[src/lts_defines.svh]
/*
  Constants for the loop transceiver synchronous port: burst framing,
  timing counts at the core clock rate, register offsets, fields and
  reset values. Assumes a core clock of 125 MHz.
*/
`ifndef LTS_DEFINES_SVH
`define LTS_DEFINES_SVH

`define LTS_CLK_HZ 125000000
`define LTS_FRAME_US 125
`define LTS_BAUD_HZ 256000
`define LTS_DCLK_HZ 128000
`define LTS_BAUD_CYC (`LTS_CLK_HZ / `LTS_BAUD_HZ)
`define LTS_DCLK_HALF_CYC (`LTS_CLK_HZ / (2 * `LTS_DCLK_HZ))
`define LTS_GAP_BAUDS 4
`define LTS_GAP_CYC (`LTS_GAP_BAUDS * `LTS_BAUD_CYC)
`define LTS_BURST_BITS 10
`define LTS_BYTE_BITS 8
`define LTS_WIN_PERIODS 8

`define LTS_CTRL_OFS 8'h00
`define LTS_STAT_OFS 8'h04
`define LTS_CTRL_TXEN_BIT 0
`define LTS_CTRL_RST 32'h0000_0001
`define LTS_STAT_BYTE_LSB 0
`define LTS_STAT_SIG_LSB 8
`define LTS_STAT_BUSY_BIT 10
`define LTS_STAT_PD_BIT 11
`define LTS_STAT_LB_BIT 12
`define LTS_STAT_CNT_LSB 16

`define LTS_RESP_OKAY 2'b00
`define LTS_RESP_SLVERR 2'b10

`endif

[src/lts_pkg.sv]
/*
  Types for the loop transceiver synchronous port.
  Assumes nothing beyond a SystemVerilog compiler.
*/
package lts_pkg;

  typedef enum logic [1:0]
  {
    LTS_TX_IDLE = 2'b00,
    LTS_TX_GAP = 2'b01,
    LTS_TX_SEND = 2'b11
  } lts_tx_state_t;

  typedef enum logic [1:0]
  {
    LTS_RX_ARM = 2'b00,
    LTS_RX_RUN = 2'b01,
    LTS_RX_WAIT = 2'b11
  } lts_rx_state_t;

endpackage

[src/lts_burst_rx.sv]
/*
  Burst demodulator back end: samples a 10-bit burst at mid-baud once
  carrier appears and pulses done with the word, MSB first.
  Assumes carrier and data are already synchronised to core_clk.
*/
`timescale 1ns/1ps
`include "lts_defines.svh"

module lts_burst_rx
  import lts_pkg::*;
#(
  parameter int BAUD_CYC = `LTS_BAUD_CYC,
  parameter int BITS = `LTS_BURST_BITS
)
(
  input wire logic core_clk,
  input wire logic rst_b,
  input wire logic clk_en,
  input wire logic blank,
  input wire logic carrier,
  input wire logic line_bit,
  output logic done,
  output logic [BITS-1:0] word
);

  localparam int CW = $clog2(BAUD_CYC + 1);

  lts_rx_state_t st_q;
  logic [CW-1:0] cnt_q;
  logic [3:0] nbit_q;
  wire tick = (cnt_q == '0);
  wire last_bit = (nbit_q == 4'(BITS - 1));

  always_ff @(posedge core_clk)
  begin
    if (!rst_b)
    begin
      st_q <= LTS_RX_ARM;
      cnt_q <= '0;
      nbit_q <= 4'h0;
      done <= 1'b0;
      word <= '0;
    end
    else if (clk_en)
    begin
      done <= 1'b0;
      case (st_q)
        LTS_RX_ARM:
        begin
          // own transmission is blanked outside master loopback so it does not look like a return burst
          if (carrier && !blank)
          begin
            st_q <= LTS_RX_RUN;
            cnt_q <= CW'(BAUD_CYC / 2);
            nbit_q <= 4'h0;
          end
        end
        LTS_RX_RUN:
        begin
          if (tick)
          begin
            word <= {word[BITS-2:0], line_bit};
            cnt_q <= CW'(BAUD_CYC - 1);
            nbit_q <= nbit_q + 4'h1;
            if (last_bit)
            begin
              done <= 1'b1;
              st_q <= LTS_RX_WAIT;
            end
          end
          else
          begin
            cnt_q <= cnt_q - 1'b1;
          end
        end
        LTS_RX_WAIT:
        begin
          if (!carrier)
            st_q <= LTS_RX_ARM;
        end
        default: st_q <= LTS_RX_ARM;
      endcase
    end
  end

endmodule

[src/lts_transceiver_port.sv]
/*
  Digital framing and synchronous data port of a ping-pong burst loop
  transceiver, master or slave by parameter, with an AXI4-Lite register
  slave. Assumes the analog front end delivers carrier and sliced data on
  line_input and turns line_outputs into the line signal.
*/
// The register addresses and the AXI4-Lite register port were chosen for this implementation.
// Function
// - every 125 us frame carries one 10-bit burst each way: 8 data, 2 signalling
// - bursts go out at 256 kilobaud, half duplex, ping-pong
// - master starts its burst on the rising edge of frame sync
// - slave replies four baud periods after the master's last bit
// - slave window enable rises at end of demodulation, stays eight clock periods
// - master shifts out received byte on first eight rising clock edges in window
// - master samples outgoing byte on first eight falling clock edges in window
// - master moves signalling bits in and out on frame sync rise
// - slave makes its own clock and windows, shifts out on rising edges
// - slave captures outgoing data on falling clock edges in its window
// - slave moves signalling bits on the rise of its transmit window
// - master has pin power-down and loopback for testing
// - master insert enable carries signalling a in the data byte LSB
// - tristate enable gates power-down, loopback and signalling outputs
// - eight data bits and one bit per signalling channel buffered per frame
// - master loopback isolates line input, idles outputs, loops modulator back
// - slave loopback replaces port input byte with received byte
// - power-down stops everything but the receiver; the code only stops the transmitter, port and slave clock keep running
`timescale 1ns/1ps
`include "lts_defines.svh"

module lts_transceiver_port
  import lts_pkg::*;
#(
  parameter bit IS_MASTER = 1'b1,
  parameter int BAUD_CYC = `LTS_BAUD_CYC,
  parameter int DCLK_HALF_CYC = `LTS_DCLK_HALF_CYC,
  parameter int GAP_CYC = `LTS_GAP_CYC,
  parameter int AW = 8
)
(
  input wire logic core_clk,
  input wire logic rst_b,
  input wire logic clk_en,
  input wire logic master_frame_sync,
  input wire logic port_data_clock,
  input wire logic transmit_window_enable,
  input wire logic receive_window_enable,
  input wire logic serial_in,
  output logic serial_out,
  input wire logic signalling_in_a,
  input wire logic signalling_in_b,
  output logic signalling_out_a,
  output logic signalling_out_b,
  output logic signalling_out_oe,
  input wire logic power_down_n,
  input wire logic loopback_n,
  input wire logic lsb_channel_insert_enable,
  input wire logic control_tristate_enable,
  input wire logic [1:0] line_input,
  output logic [1:0] line_outputs,
  output logic gen_port_data_clock,
  output logic gen_transmit_window_enable,
  output logic gen_receive_window_enable,
  input wire logic [AW-1:0] s_axi_awaddr,
  input wire logic s_axi_awvalid,
  output logic s_axi_awready,
  input wire logic [31:0] s_axi_wdata,
  input wire logic [3:0] s_axi_wstrb,
  input wire logic s_axi_wvalid,
  output logic s_axi_wready,
  output logic [1:0] s_axi_bresp,
  output logic s_axi_bvalid,
  input wire logic s_axi_bready,
  input wire logic [AW-1:0] s_axi_araddr,
  input wire logic s_axi_arvalid,
  output logic s_axi_arready,
  output logic [31:0] s_axi_rdata,
  output logic [1:0] s_axi_rresp,
  output logic s_axi_rvalid,
  input wire logic s_axi_rready
);

  localparam int NB = `LTS_BURST_BITS;
  localparam logic [3:0] BYTE_N = 4'(`LTS_BYTE_BITS);
  localparam logic [3:0] WIN_N = 4'(`LTS_WIN_PERIODS);
  localparam int BW = $clog2(BAUD_CYC + 1);
  localparam int GW = $clog2(GAP_CYC + 1);
  localparam int DW = $clog2(DCLK_HALF_CYC + 1);
  // positions in the synchroniser vector
  localparam int FS = 12, PC = 11, TW = 10, RW = 9, SIN = 8, SA = 7, SB = 6;
  localparam int PDN = 5, LBN = 4, LIE = 3, TSE = 2, LC = 1, LD = 0;

  // every pin input passes two flops before use
  logic [12:0] sy1_q, sy2_q;
  wire [12:0] ext_in = {master_frame_sync, port_data_clock, transmit_window_enable,
    receive_window_enable, serial_in, signalling_in_a, signalling_in_b,
    power_down_n, loopback_n, lsb_channel_insert_enable, control_tristate_enable,
    line_input};
  logic fs_prev_q, pc_prev_q;

  always_ff @(posedge core_clk)
  begin
    if (!rst_b)
    begin
      sy1_q <= 13'h0000;
      sy2_q <= 13'h0000;
      fs_prev_q <= 1'b0;
      pc_prev_q <= 1'b0;
    end
    else if (clk_en)
    begin
      sy1_q <= ext_in;
      sy2_q <= sy1_q;
      fs_prev_q <= sy2_q[FS];
      pc_prev_q <= sy2_q[PC];
    end
  end

  wire fs_rise = sy2_q[FS] & ~fs_prev_q;
  wire pc_rise = sy2_q[PC] & ~pc_prev_q;
  wire pc_fall = ~sy2_q[PC] & pc_prev_q;

  // power-down and loopback pins only take effect while the tristate enable is high
  logic pd_n_q, lb_n_q;
  logic [31:0] ctrl_q;
  always_ff @(posedge core_clk)
  begin
    if (!rst_b)
    begin
      pd_n_q <= 1'b1;
      lb_n_q <= 1'b1;
    end
    else if (clk_en && sy2_q[TSE])
    begin
      pd_n_q <= sy2_q[PDN];
      lb_n_q <= sy2_q[LBN];
    end
  end

  wire lb_on = ~lb_n_q;
  wire m_lb = IS_MASTER && lb_on;
  wire s_lb = !IS_MASTER && lb_on;
  wire tx_allow = ctrl_q[`LTS_CTRL_TXEN_BIT] & pd_n_q;
  wire ins_on = IS_MASTER && sy2_q[LIE];

  // transmitter
  lts_tx_state_t tx_st_q;
  logic [NB-1:0] tx_sr_q;
  logic [BW-1:0] bcnt_q;
  logic [3:0] tx_nb_q;
  logic [GW-1:0] gcnt_q;
  logic [7:0] hold_q, out_byte_q;
  logic [1:0] sig_tx_q, sig_rx_q;
  wire sending = (tx_st_q == LTS_TX_SEND);

  // master burst: held port byte, LSB optionally carrying signalling a
  wire [7:0] m_byte = ins_on ? {hold_q[7:1], sy2_q[SA]} : hold_q;
  wire [NB-1:0] m_word = {m_byte, sy2_q[SA], sy2_q[SB]};
  wire [NB-1:0] s_word = {hold_q, sig_tx_q};

  // receiver, with the modulator looped straight into it in master loopback
  wire rx_carrier = m_lb ? sending : sy2_q[LC];
  wire rx_bit = m_lb ? tx_sr_q[NB-1] : sy2_q[LD];
  wire rx_blank = sending && !m_lb;
  wire rx_done;
  wire [NB-1:0] rx_word;

  lts_burst_rx #(
    .BAUD_CYC(BAUD_CYC),
    .BITS(NB)
  ) u_rx (
    .core_clk(core_clk),
    .rst_b(rst_b),
    .clk_en(clk_en),
    .blank(rx_blank),
    .carrier(rx_carrier),
    .line_bit(rx_bit),
    .done(rx_done),
    .word(rx_word)
  );

  always_ff @(posedge core_clk)
  begin
    if (!rst_b)
    begin
      tx_st_q <= LTS_TX_IDLE;
      tx_sr_q <= '0;
      bcnt_q <= '0;
      tx_nb_q <= 4'h0;
      gcnt_q <= '0;
    end
    else if (clk_en)
    begin
      case (tx_st_q)
        LTS_TX_IDLE:
        begin
          if (IS_MASTER && fs_rise && tx_allow)
          begin
            tx_st_q <= LTS_TX_SEND;
            tx_sr_q <= m_word;
            bcnt_q <= BW'(BAUD_CYC - 1);
            tx_nb_q <= 4'h0;
          end
          else if (!IS_MASTER && rx_done && tx_allow)
          begin
            tx_st_q <= LTS_TX_GAP;
            gcnt_q <= GW'(GAP_CYC - 1);
          end
        end
        LTS_TX_GAP:
        begin
          if (gcnt_q == '0)
          begin
            tx_st_q <= LTS_TX_SEND;
            tx_sr_q <= s_word;
            bcnt_q <= BW'(BAUD_CYC - 1);
            tx_nb_q <= 4'h0;
          end
          else
          begin
            gcnt_q <= gcnt_q - 1'b1;
          end
        end
        LTS_TX_SEND:
        begin
          if (bcnt_q == '0)
          begin
            tx_sr_q <= {tx_sr_q[NB-2:0], 1'b0};
            bcnt_q <= BW'(BAUD_CYC - 1);
            tx_nb_q <= tx_nb_q + 4'h1;
            if (tx_nb_q == 4'(NB - 1))
              tx_st_q <= LTS_TX_IDLE;
          end
          else
          begin
            bcnt_q <= bcnt_q - 1'b1;
          end
        end
        default: tx_st_q <= LTS_TX_IDLE;
      endcase
    end
  end

  // line drive: differential data while sending, reference level otherwise
  always_ff @(posedge core_clk)
  begin
    if (!rst_b)
      line_outputs <= 2'b00;
    else if (clk_en)
      line_outputs <= (sending && !m_lb) ? {~tx_sr_q[NB-1], tx_sr_q[NB-1]} : 2'b00;
  end

  // slave port clock and windows, restarted by each received burst
  logic [DW-1:0] dcnt_q;
  logic [3:0] pcnt_q;
  wire dtog = (dcnt_q == '0);
  wire g_rise = dtog && !gen_port_data_clock;
  wire g_fall = dtog && gen_port_data_clock;

  always_ff @(posedge core_clk)
  begin
    if (!rst_b)
    begin
      dcnt_q <= '0;
      pcnt_q <= 4'h0;
      gen_port_data_clock <= 1'b0;
      gen_transmit_window_enable <= 1'b0;
      gen_receive_window_enable <= 1'b0;
    end
    else if (clk_en && !IS_MASTER)
    begin
      if (rx_done)
      begin
        dcnt_q <= DW'(DCLK_HALF_CYC - 1);
        gen_port_data_clock <= 1'b0;
        pcnt_q <= 4'h0;
        gen_transmit_window_enable <= 1'b1;
        gen_receive_window_enable <= 1'b1;
      end
      else
      begin
        dcnt_q <= dtog ? DW'(DCLK_HALF_CYC - 1) : dcnt_q - 1'b1;
        if (dtog)
          gen_port_data_clock <= ~gen_port_data_clock;
        if (g_fall && gen_transmit_window_enable)
        begin
          pcnt_q <= pcnt_q + 4'h1;
          if (pcnt_q == WIN_N - 4'h1)
          begin
            gen_transmit_window_enable <= 1'b0;
            gen_receive_window_enable <= 1'b0;
          end
        end
      end
    end
  end

  // port edges and windows: external for the master, generated for the slave
  wire rise_e = IS_MASTER ? pc_rise : g_rise;
  wire fall_e = IS_MASTER ? pc_fall : g_fall;
  wire win_tx = IS_MASTER ? sy2_q[TW] : gen_transmit_window_enable;
  wire win_rx = IS_MASTER ? sy2_q[RW] : gen_receive_window_enable;
  wire [7:0] in_next;

  logic [7:0] osr_q, isr_q;
  logic [3:0] ocnt_q, icnt_q;
  assign in_next = {isr_q[6:0], sy2_q[SIN]};

  always_ff @(posedge core_clk)
  begin
    if (!rst_b)
    begin
      osr_q <= 8'h00;
      ocnt_q <= 4'h0;
      serial_out <= 1'b0;
    end
    else if (clk_en)
    begin
      if (!win_tx)
      begin
        osr_q <= out_byte_q;
        ocnt_q <= 4'h0;
      end
      else if (rise_e && ocnt_q < BYTE_N)
      begin
        serial_out <= osr_q[7];
        osr_q <= {osr_q[6:0], 1'b0};
        ocnt_q <= ocnt_q + 4'h1;
      end
    end
  end

  always_ff @(posedge core_clk)
  begin
    if (!rst_b)
    begin
      isr_q <= 8'h00;
      icnt_q <= 4'h0;
      hold_q <= 8'h00;
    end
    else if (clk_en)
    begin
      if (!win_rx)
        icnt_q <= 4'h0;
      else if (fall_e && icnt_q < BYTE_N)
      begin
        isr_q <= in_next;
        icnt_q <= icnt_q + 4'h1;
        if (icnt_q == BYTE_N - 4'h1)
          hold_q <= s_lb ? out_byte_q : in_next;
      end
    end
  end

  // received byte and signalling, moved to the outputs at the frame event
  logic [7:0] burst_cnt_q;
  always_ff @(posedge core_clk)
  begin
    if (!rst_b)
    begin
      out_byte_q <= 8'h00;
      sig_rx_q <= 2'b00;
      sig_tx_q <= 2'b00;
      signalling_out_a <= 1'b0;
      signalling_out_b <= 1'b0;
      signalling_out_oe <= 1'b0;
      burst_cnt_q <= 8'h00;
    end
    else if (clk_en)
    begin
      signalling_out_oe <= sy2_q[TSE];
      if (rx_done)
      begin
        out_byte_q <= rx_word[NB-1:2];
        sig_rx_q <= rx_word[1:0];
        burst_cnt_q <= burst_cnt_q + 8'h01;
      end
      if (IS_MASTER && fs_rise)
      begin
        signalling_out_a <= ins_on ? out_byte_q[0] : sig_rx_q[1];
        signalling_out_b <= sig_rx_q[0];
      end
      if (!IS_MASTER && rx_done)
      begin
        signalling_out_a <= rx_word[1];
        signalling_out_b <= rx_word[0];
        sig_tx_q <= {sy2_q[SA], sy2_q[SB]};
      end
    end
  end

  // AXI4-Lite slave: one write and one read at a time, answers a read one cycle late and a write two cycles late
  logic aw_got_q, w_got_q;
  logic [AW-1:0] awaddr_q;
  logic [31:0] wdata_q;
  logic wstrb0_q;
  wire wr_ctrl = (awaddr_q == AW'(`LTS_CTRL_OFS));
  wire wr_stat = (awaddr_q == AW'(`LTS_STAT_OFS));
  wire wr_go = aw_got_q && w_got_q && !s_axi_bvalid;
  wire rd_ctrl = (s_axi_araddr == AW'(`LTS_CTRL_OFS));
  wire rd_stat = (s_axi_araddr == AW'(`LTS_STAT_OFS));
  wire [31:0] stat_w = {8'h00, burst_cnt_q, 3'b000, lb_on, ~pd_n_q,
    tx_st_q != LTS_TX_IDLE, sig_rx_q, out_byte_q};
  wire [31:0] rd_mux = rd_ctrl ? ctrl_q : (rd_stat ? stat_w : 32'h0000_0000);

  always_ff @(posedge core_clk)
  begin
    if (!rst_b)
    begin
      aw_got_q <= 1'b0;
      w_got_q <= 1'b0;
      awaddr_q <= '0;
      wdata_q <= 32'h0000_0000;
      wstrb0_q <= 1'b0;
      s_axi_awready <= 1'b1;
      s_axi_wready <= 1'b1;
      s_axi_bvalid <= 1'b0;
      s_axi_bresp <= `LTS_RESP_OKAY;
      ctrl_q <= `LTS_CTRL_RST;
    end
    else if (clk_en)
    begin
      if (s_axi_awvalid && s_axi_awready)
      begin
        aw_got_q <= 1'b1;
        awaddr_q <= s_axi_awaddr;
        s_axi_awready <= 1'b0;
      end
      if (s_axi_wvalid && s_axi_wready)
      begin
        w_got_q <= 1'b1;
        wdata_q <= s_axi_wdata;
        wstrb0_q <= s_axi_wstrb[0];
        s_axi_wready <= 1'b0;
      end
      if (wr_go)
      begin
        s_axi_bvalid <= 1'b1;
        s_axi_bresp <= (wr_ctrl || wr_stat) ? `LTS_RESP_OKAY : `LTS_RESP_SLVERR;
        if (wr_ctrl && wstrb0_q)
          ctrl_q <= {31'h0000_0000, wdata_q[`LTS_CTRL_TXEN_BIT]};
      end
      if (s_axi_bvalid && s_axi_bready)
      begin
        s_axi_bvalid <= 1'b0;
        aw_got_q <= 1'b0;
        w_got_q <= 1'b0;
        s_axi_awready <= 1'b1;
        s_axi_wready <= 1'b1;
      end
    end
  end

  always_ff @(posedge core_clk)
  begin
    if (!rst_b)
    begin
      s_axi_arready <= 1'b1;
      s_axi_rvalid <= 1'b0;
      s_axi_rdata <= 32'h0000_0000;
      s_axi_rresp <= `LTS_RESP_OKAY;
    end
    else if (clk_en)
    begin
      if (s_axi_arvalid && s_axi_arready)
      begin
        s_axi_arready <= 1'b0;
        s_axi_rvalid <= 1'b1;
        s_axi_rdata <= rd_mux;
        s_axi_rresp <= (rd_ctrl || rd_stat) ? `LTS_RESP_OKAY : `LTS_RESP_SLVERR;
      end
      else if (s_axi_rvalid && s_axi_rready)
      begin
        s_axi_rvalid <= 1'b0;
        s_axi_arready <= 1'b1;
      end
    end
  end

endmodule

[config.mk]
export PLATFORM = sky130hd
export DESIGN_NAME = lts_transceiver_port
export DESIGN_NICKNAME = d
export VERILOG_FILES = /design/src/lts_pkg.sv /design/src/lts_burst_rx.sv /design/src/lts_transceiver_port.sv
export VERILOG_INCLUDE_DIRS = /design/src
export SDC_FILE = /design/constraint.sdc
export NUM_CORES = 1
export LEC_CHECK = 0
export ABC_AREA = 0
export BUFFER_PORTS_ARGS = -buffer_cell sky130_fd_sc_hd__buf_2
export CAP_MARGIN = 20
export CORE_MARGIN = 2
export CORE_UTILIZATION = 31
export DETAILED_ROUTE_END_ITERATION = 6
export GPL_TIMING_DRIVEN = 0
export PLACE_DENSITY = 0.5
export SETUP_SLACK_MARGIN = 0.05
export SLEW_MARGIN = 15
export SYNTH_ARGS = -nofsm -noshare
export SYNTH_HDL_FRONTEND = slang
export SYNTH_SLANG_ARGS = --single-unit
[constraint.sdc]
create_clock -name core_clk -period 2.52 [get_ports core_clk]
set_input_delay 0.504 -clock core_clk [delete_from_list [all_inputs] [get_ports core_clk]]
set_output_delay 0.504 -clock core_clk [all_outputs]
set_load 0.005 [all_outputs]
==> out/metrics.csv <==
stage,metric,value,unit
grt,Overflow after GRT,0,
finish,Finished Cell Area,8740,sq um
routing,Initial DRC Count,390,
power,Leak,3.45,nW
routing,Pre-antenna DRT Iters,5,
die,row cnt,56,
grt,GRT Total Usage,17.1,%
worst_setup_path,worst path required time,2.87,ns
worst_setup_path,CP Class,register to register,
routing,# DRC,0,
synthesis,asr flop ratio synth,0,%
placed_design,Post-Place Cell Area,8080,sq um
synthesis,"FF+latch count, synth",176,
cts,worst-skew pair later-pin latency,0.44,ns
die,die area,24700,sq um
sta,Tightest Pin Transition,0.878,ns
sta,Fin Setup TNS,0,ns
placed_design,Setup WS pre-CTS,-0.484,ns
synthesis,Gate Count Post-Synth,806,
placed_design,port bufs,72,
finish,Post-Layout Cell Count,1248,
cts,clk root buf,clkbuf_16,
die,Die Y,157,um
sta,fin crit share,92.1,%
sta,Clock Skew,0.00986,ns
routing,per-cell routed wire length,16.3,um
synthesis,area of the mapped netlist,7260,sq um
routing,ANT nets after route,0,
worst_setup_path,Worst Path Max Fanout,10,
finish,area grow syn2layout,20.3,%
cts,Worst-path clk slew,0.07,ns
sta,Final WS setup,0.198,ns
worst_setup_path,R2R depth,8,
synthesis,sequential cell area fraction in the yosys report,48.5,%
power,PwrDens,708,nW/um^2
cts,cts hold-fix bufs,0,
finish,share of layout cells above drive strength 1,15.6,%
sta,"Slew Viols, Final",0,
die,num ports,123,
routing,drt via density,4.84,
grt,number of global-route vias before repair,5792,
synthesis,number of library cell types mapped by synthesis,60,
cts,clock buffer depth,2,
cts,H-tree depth,4,
worst_setup_path,Worst setup SP type,register,
cts,clock buffer count from CTS,17,
placed_design,Placed Cells,1212,
finish,Filler Cell Count,2491,
worst_setup_path,R2R Path Start,u_rx.cnt_q[0],
worst_setup_path,CP Capture Type,register,
die,core area,23300,sq um
worst_setup_path,WP data arrival,2.68,ns
worst_setup_path,CP endpoint,u_rx.done,
worst_setup_path,"setup slack, reg-to-reg",0.20,ns
grt,antenna violations before repair,1,
sta,final hold violation count,0,
min_path,worst hold path type,input port to register,
grt,first-pass GRT wire length,32.3,mm
power,Max rail drop VDD,0.000463,V
job,max-cap violations,0,
sta,final setup vio count,0,
synthesis,"EDFF count, synth",0,
synthesis,synth warn,0,
finish,nets@finish,997,
placed_design,GP Congestion,0.824,
sta,Slew HR,41.5,%
die,Die Width,157,um
sta,Max Fclk,431,MHz
placed_design,Detail Placement HPWL,14.8,mm
cts,TritonCTS clock tree,yes,
status,status,"finished, final reports clean",
cts,clock sink count,176,
worst_setup_path,Worst R2R End,u_rx.done,
die,Initial Util,31.2,%
routing,Via Count,6037,
synthesis,Main synth FF type,dfxtp_1,
sta,RSZ-0062 raised after global routing,no,
routing,"wirelength, routed",20.3,mm
grt,maximum number of pins on one net before global-route repair,20,
sta,post-layout minimum cycle time,2.32,ns
synthesis,mean post-synth cell area,9.01,sq um
worst_setup_path,Setup crit start,u_rx.cnt_q[0],
[synth_stat cells, types with 7 or more instances]
cell type  count  area (sq um)
dfxtp_1      176          3520
nor2_1       109           409
nand2_1       88           330
mux2i_1       69           691
a21oi_1       66           330
clkbuf_1      41           154
a22oi_1       22           165
a211oi_1      19           143
o21ai_0       19          95.1
inv_1         18          67.6
buf_4         16           120
nand3_1       13          65.1
nand4_1       10          62.6
nor3_1        10          50.1
a31oi_1        9          56.3
ha_1           9           113
or4_1          8          60.1
and3_1         7          43.8
[cell families (layout without fill, tap and decap cells)]
group                    Yosys count  count (layout)  share of synthesized area [%]
multiplexers                      70              70                           9.66
flip-flops                       176             176                           48.5
AO/OA/AOI/OAI                    175             175                           15.7
other                              1              17                         0.0516
XOR/XNOR                           9               9                           1.09
adder cells (fa/ha/maj)            9               9                           1.55
buffers and inverters             84             191                           5.43
AND/OR/NAND/NOR                  282             282                           18.1
[worst max-delay path, stage by stage (launching register included)]
cell,delay [ns]
dfxtp_1,0.35
inv_1,0.07
ha_2,0.23
or4b_4,0.52
nor4_4,0.30
buf_4,0.19
buf_6,0.19
nand4b_1,0.21
a21oi_1,0.17
[power breakdown]
| part | internal (mW) | switching (mW) |
|---|---|---|
| combinational | 0.220 | 0.335 |
| clock | 1.44 | 1.28 |
| sequential | 2.86 | 0.0629 |
| total | 4.51 | 1.67 |
[layout by cell type, fill, tap and decap left out, drive strengths merged, types with 3 or more instances in the layout]
cell type,n
nor3b,4
a21o,3
nand3b,4
mux2i,69
nand2b,6
o41ai,3
a31oi,9
buf,99
dfxtp,176
o2111ai,3
and2,3
and3,7
inv,26
clkbuf,59
or3,4
o21ai,19
clkinv,5
nand4,10
nand3,13
or4,8
o221a,4
nor2,109
a311oi,4
nor4,4
xor2,6
o21a,6
nor3,10
ha,9
xnor2,3
a22oi,22
nand2,88
a21oi,66
a211oi,20
conb,16
[metal layers]
metal	up-vias	share of wire (%)	GRT usage, %	wire length (um)
li1	3042	-	-	-
met2	122	45	27.1	9090
met4	0	1.4	4.42	278
met3	16	4.9	4.32	993
met5	-	0	0	0
met1	2857	49	23.2	9970
[layout make-up]
type,instances,area (sq um),area share (%)
timing repair buffer,75,383,4.38
sequential,176,3520,40.3
clock buffer,17,425,4.87
inverter,18,67.6,0.773
clock inverter,15,191,2.19
buffer,66,333,3.81
antenna,1,2.50,0.0286
multi-input combinational,561,3410,39.1
tap,319,399,4.57
[flip-flops by register name, summed over array words and instances, names as in the netlist, 9 cells and up]
name,flops
sy2_q,13
tx_sr_q,10
sy1_q,13
u_rx.word,10
u_rx.cnt_q,9
s_axi_rdata,21
bcnt_q,9
[how the worst min path moves through the flow]
stage / start / cells after the start / to
final: s_axi_awaddr[2] / 3 / awaddr_q[2]
after global routing: receive_window_enable / 3 / sy1_q[9]
after floorplan: w_got_q / 2 / w_got_q
after global placement: w_got_q / 2 / w_got_q
after detailed placement: w_got_q / 2 / w_got_q
after CTS: s_axi_awaddr[5] / 3 / awaddr_q[5]
[what timing repair did]
action / 4_1_cts / 5_1_grt
setup buffers: 3 / 0
gates cloned: 0 / 0
endpoints found under the setup margin: 31 / 24
pin swaps: 1 / 0
gates resized for setup: 2 / 6
[through the flow]
stage	utilization, %	total power, mW	hold WS, ns
3_3_place_gp	34.7	3.53	0.429
6_report	37.6	6.19	0.302
4_1_cts	37.5	6.26	0.286
2_1_floorplan	-	3.34	0.421
3_5_place_dp	34.7	3.53	0.437
5_1_grt	37.6	6.45	0.295
Note: power is estimated with default switching activity, not from simulation.
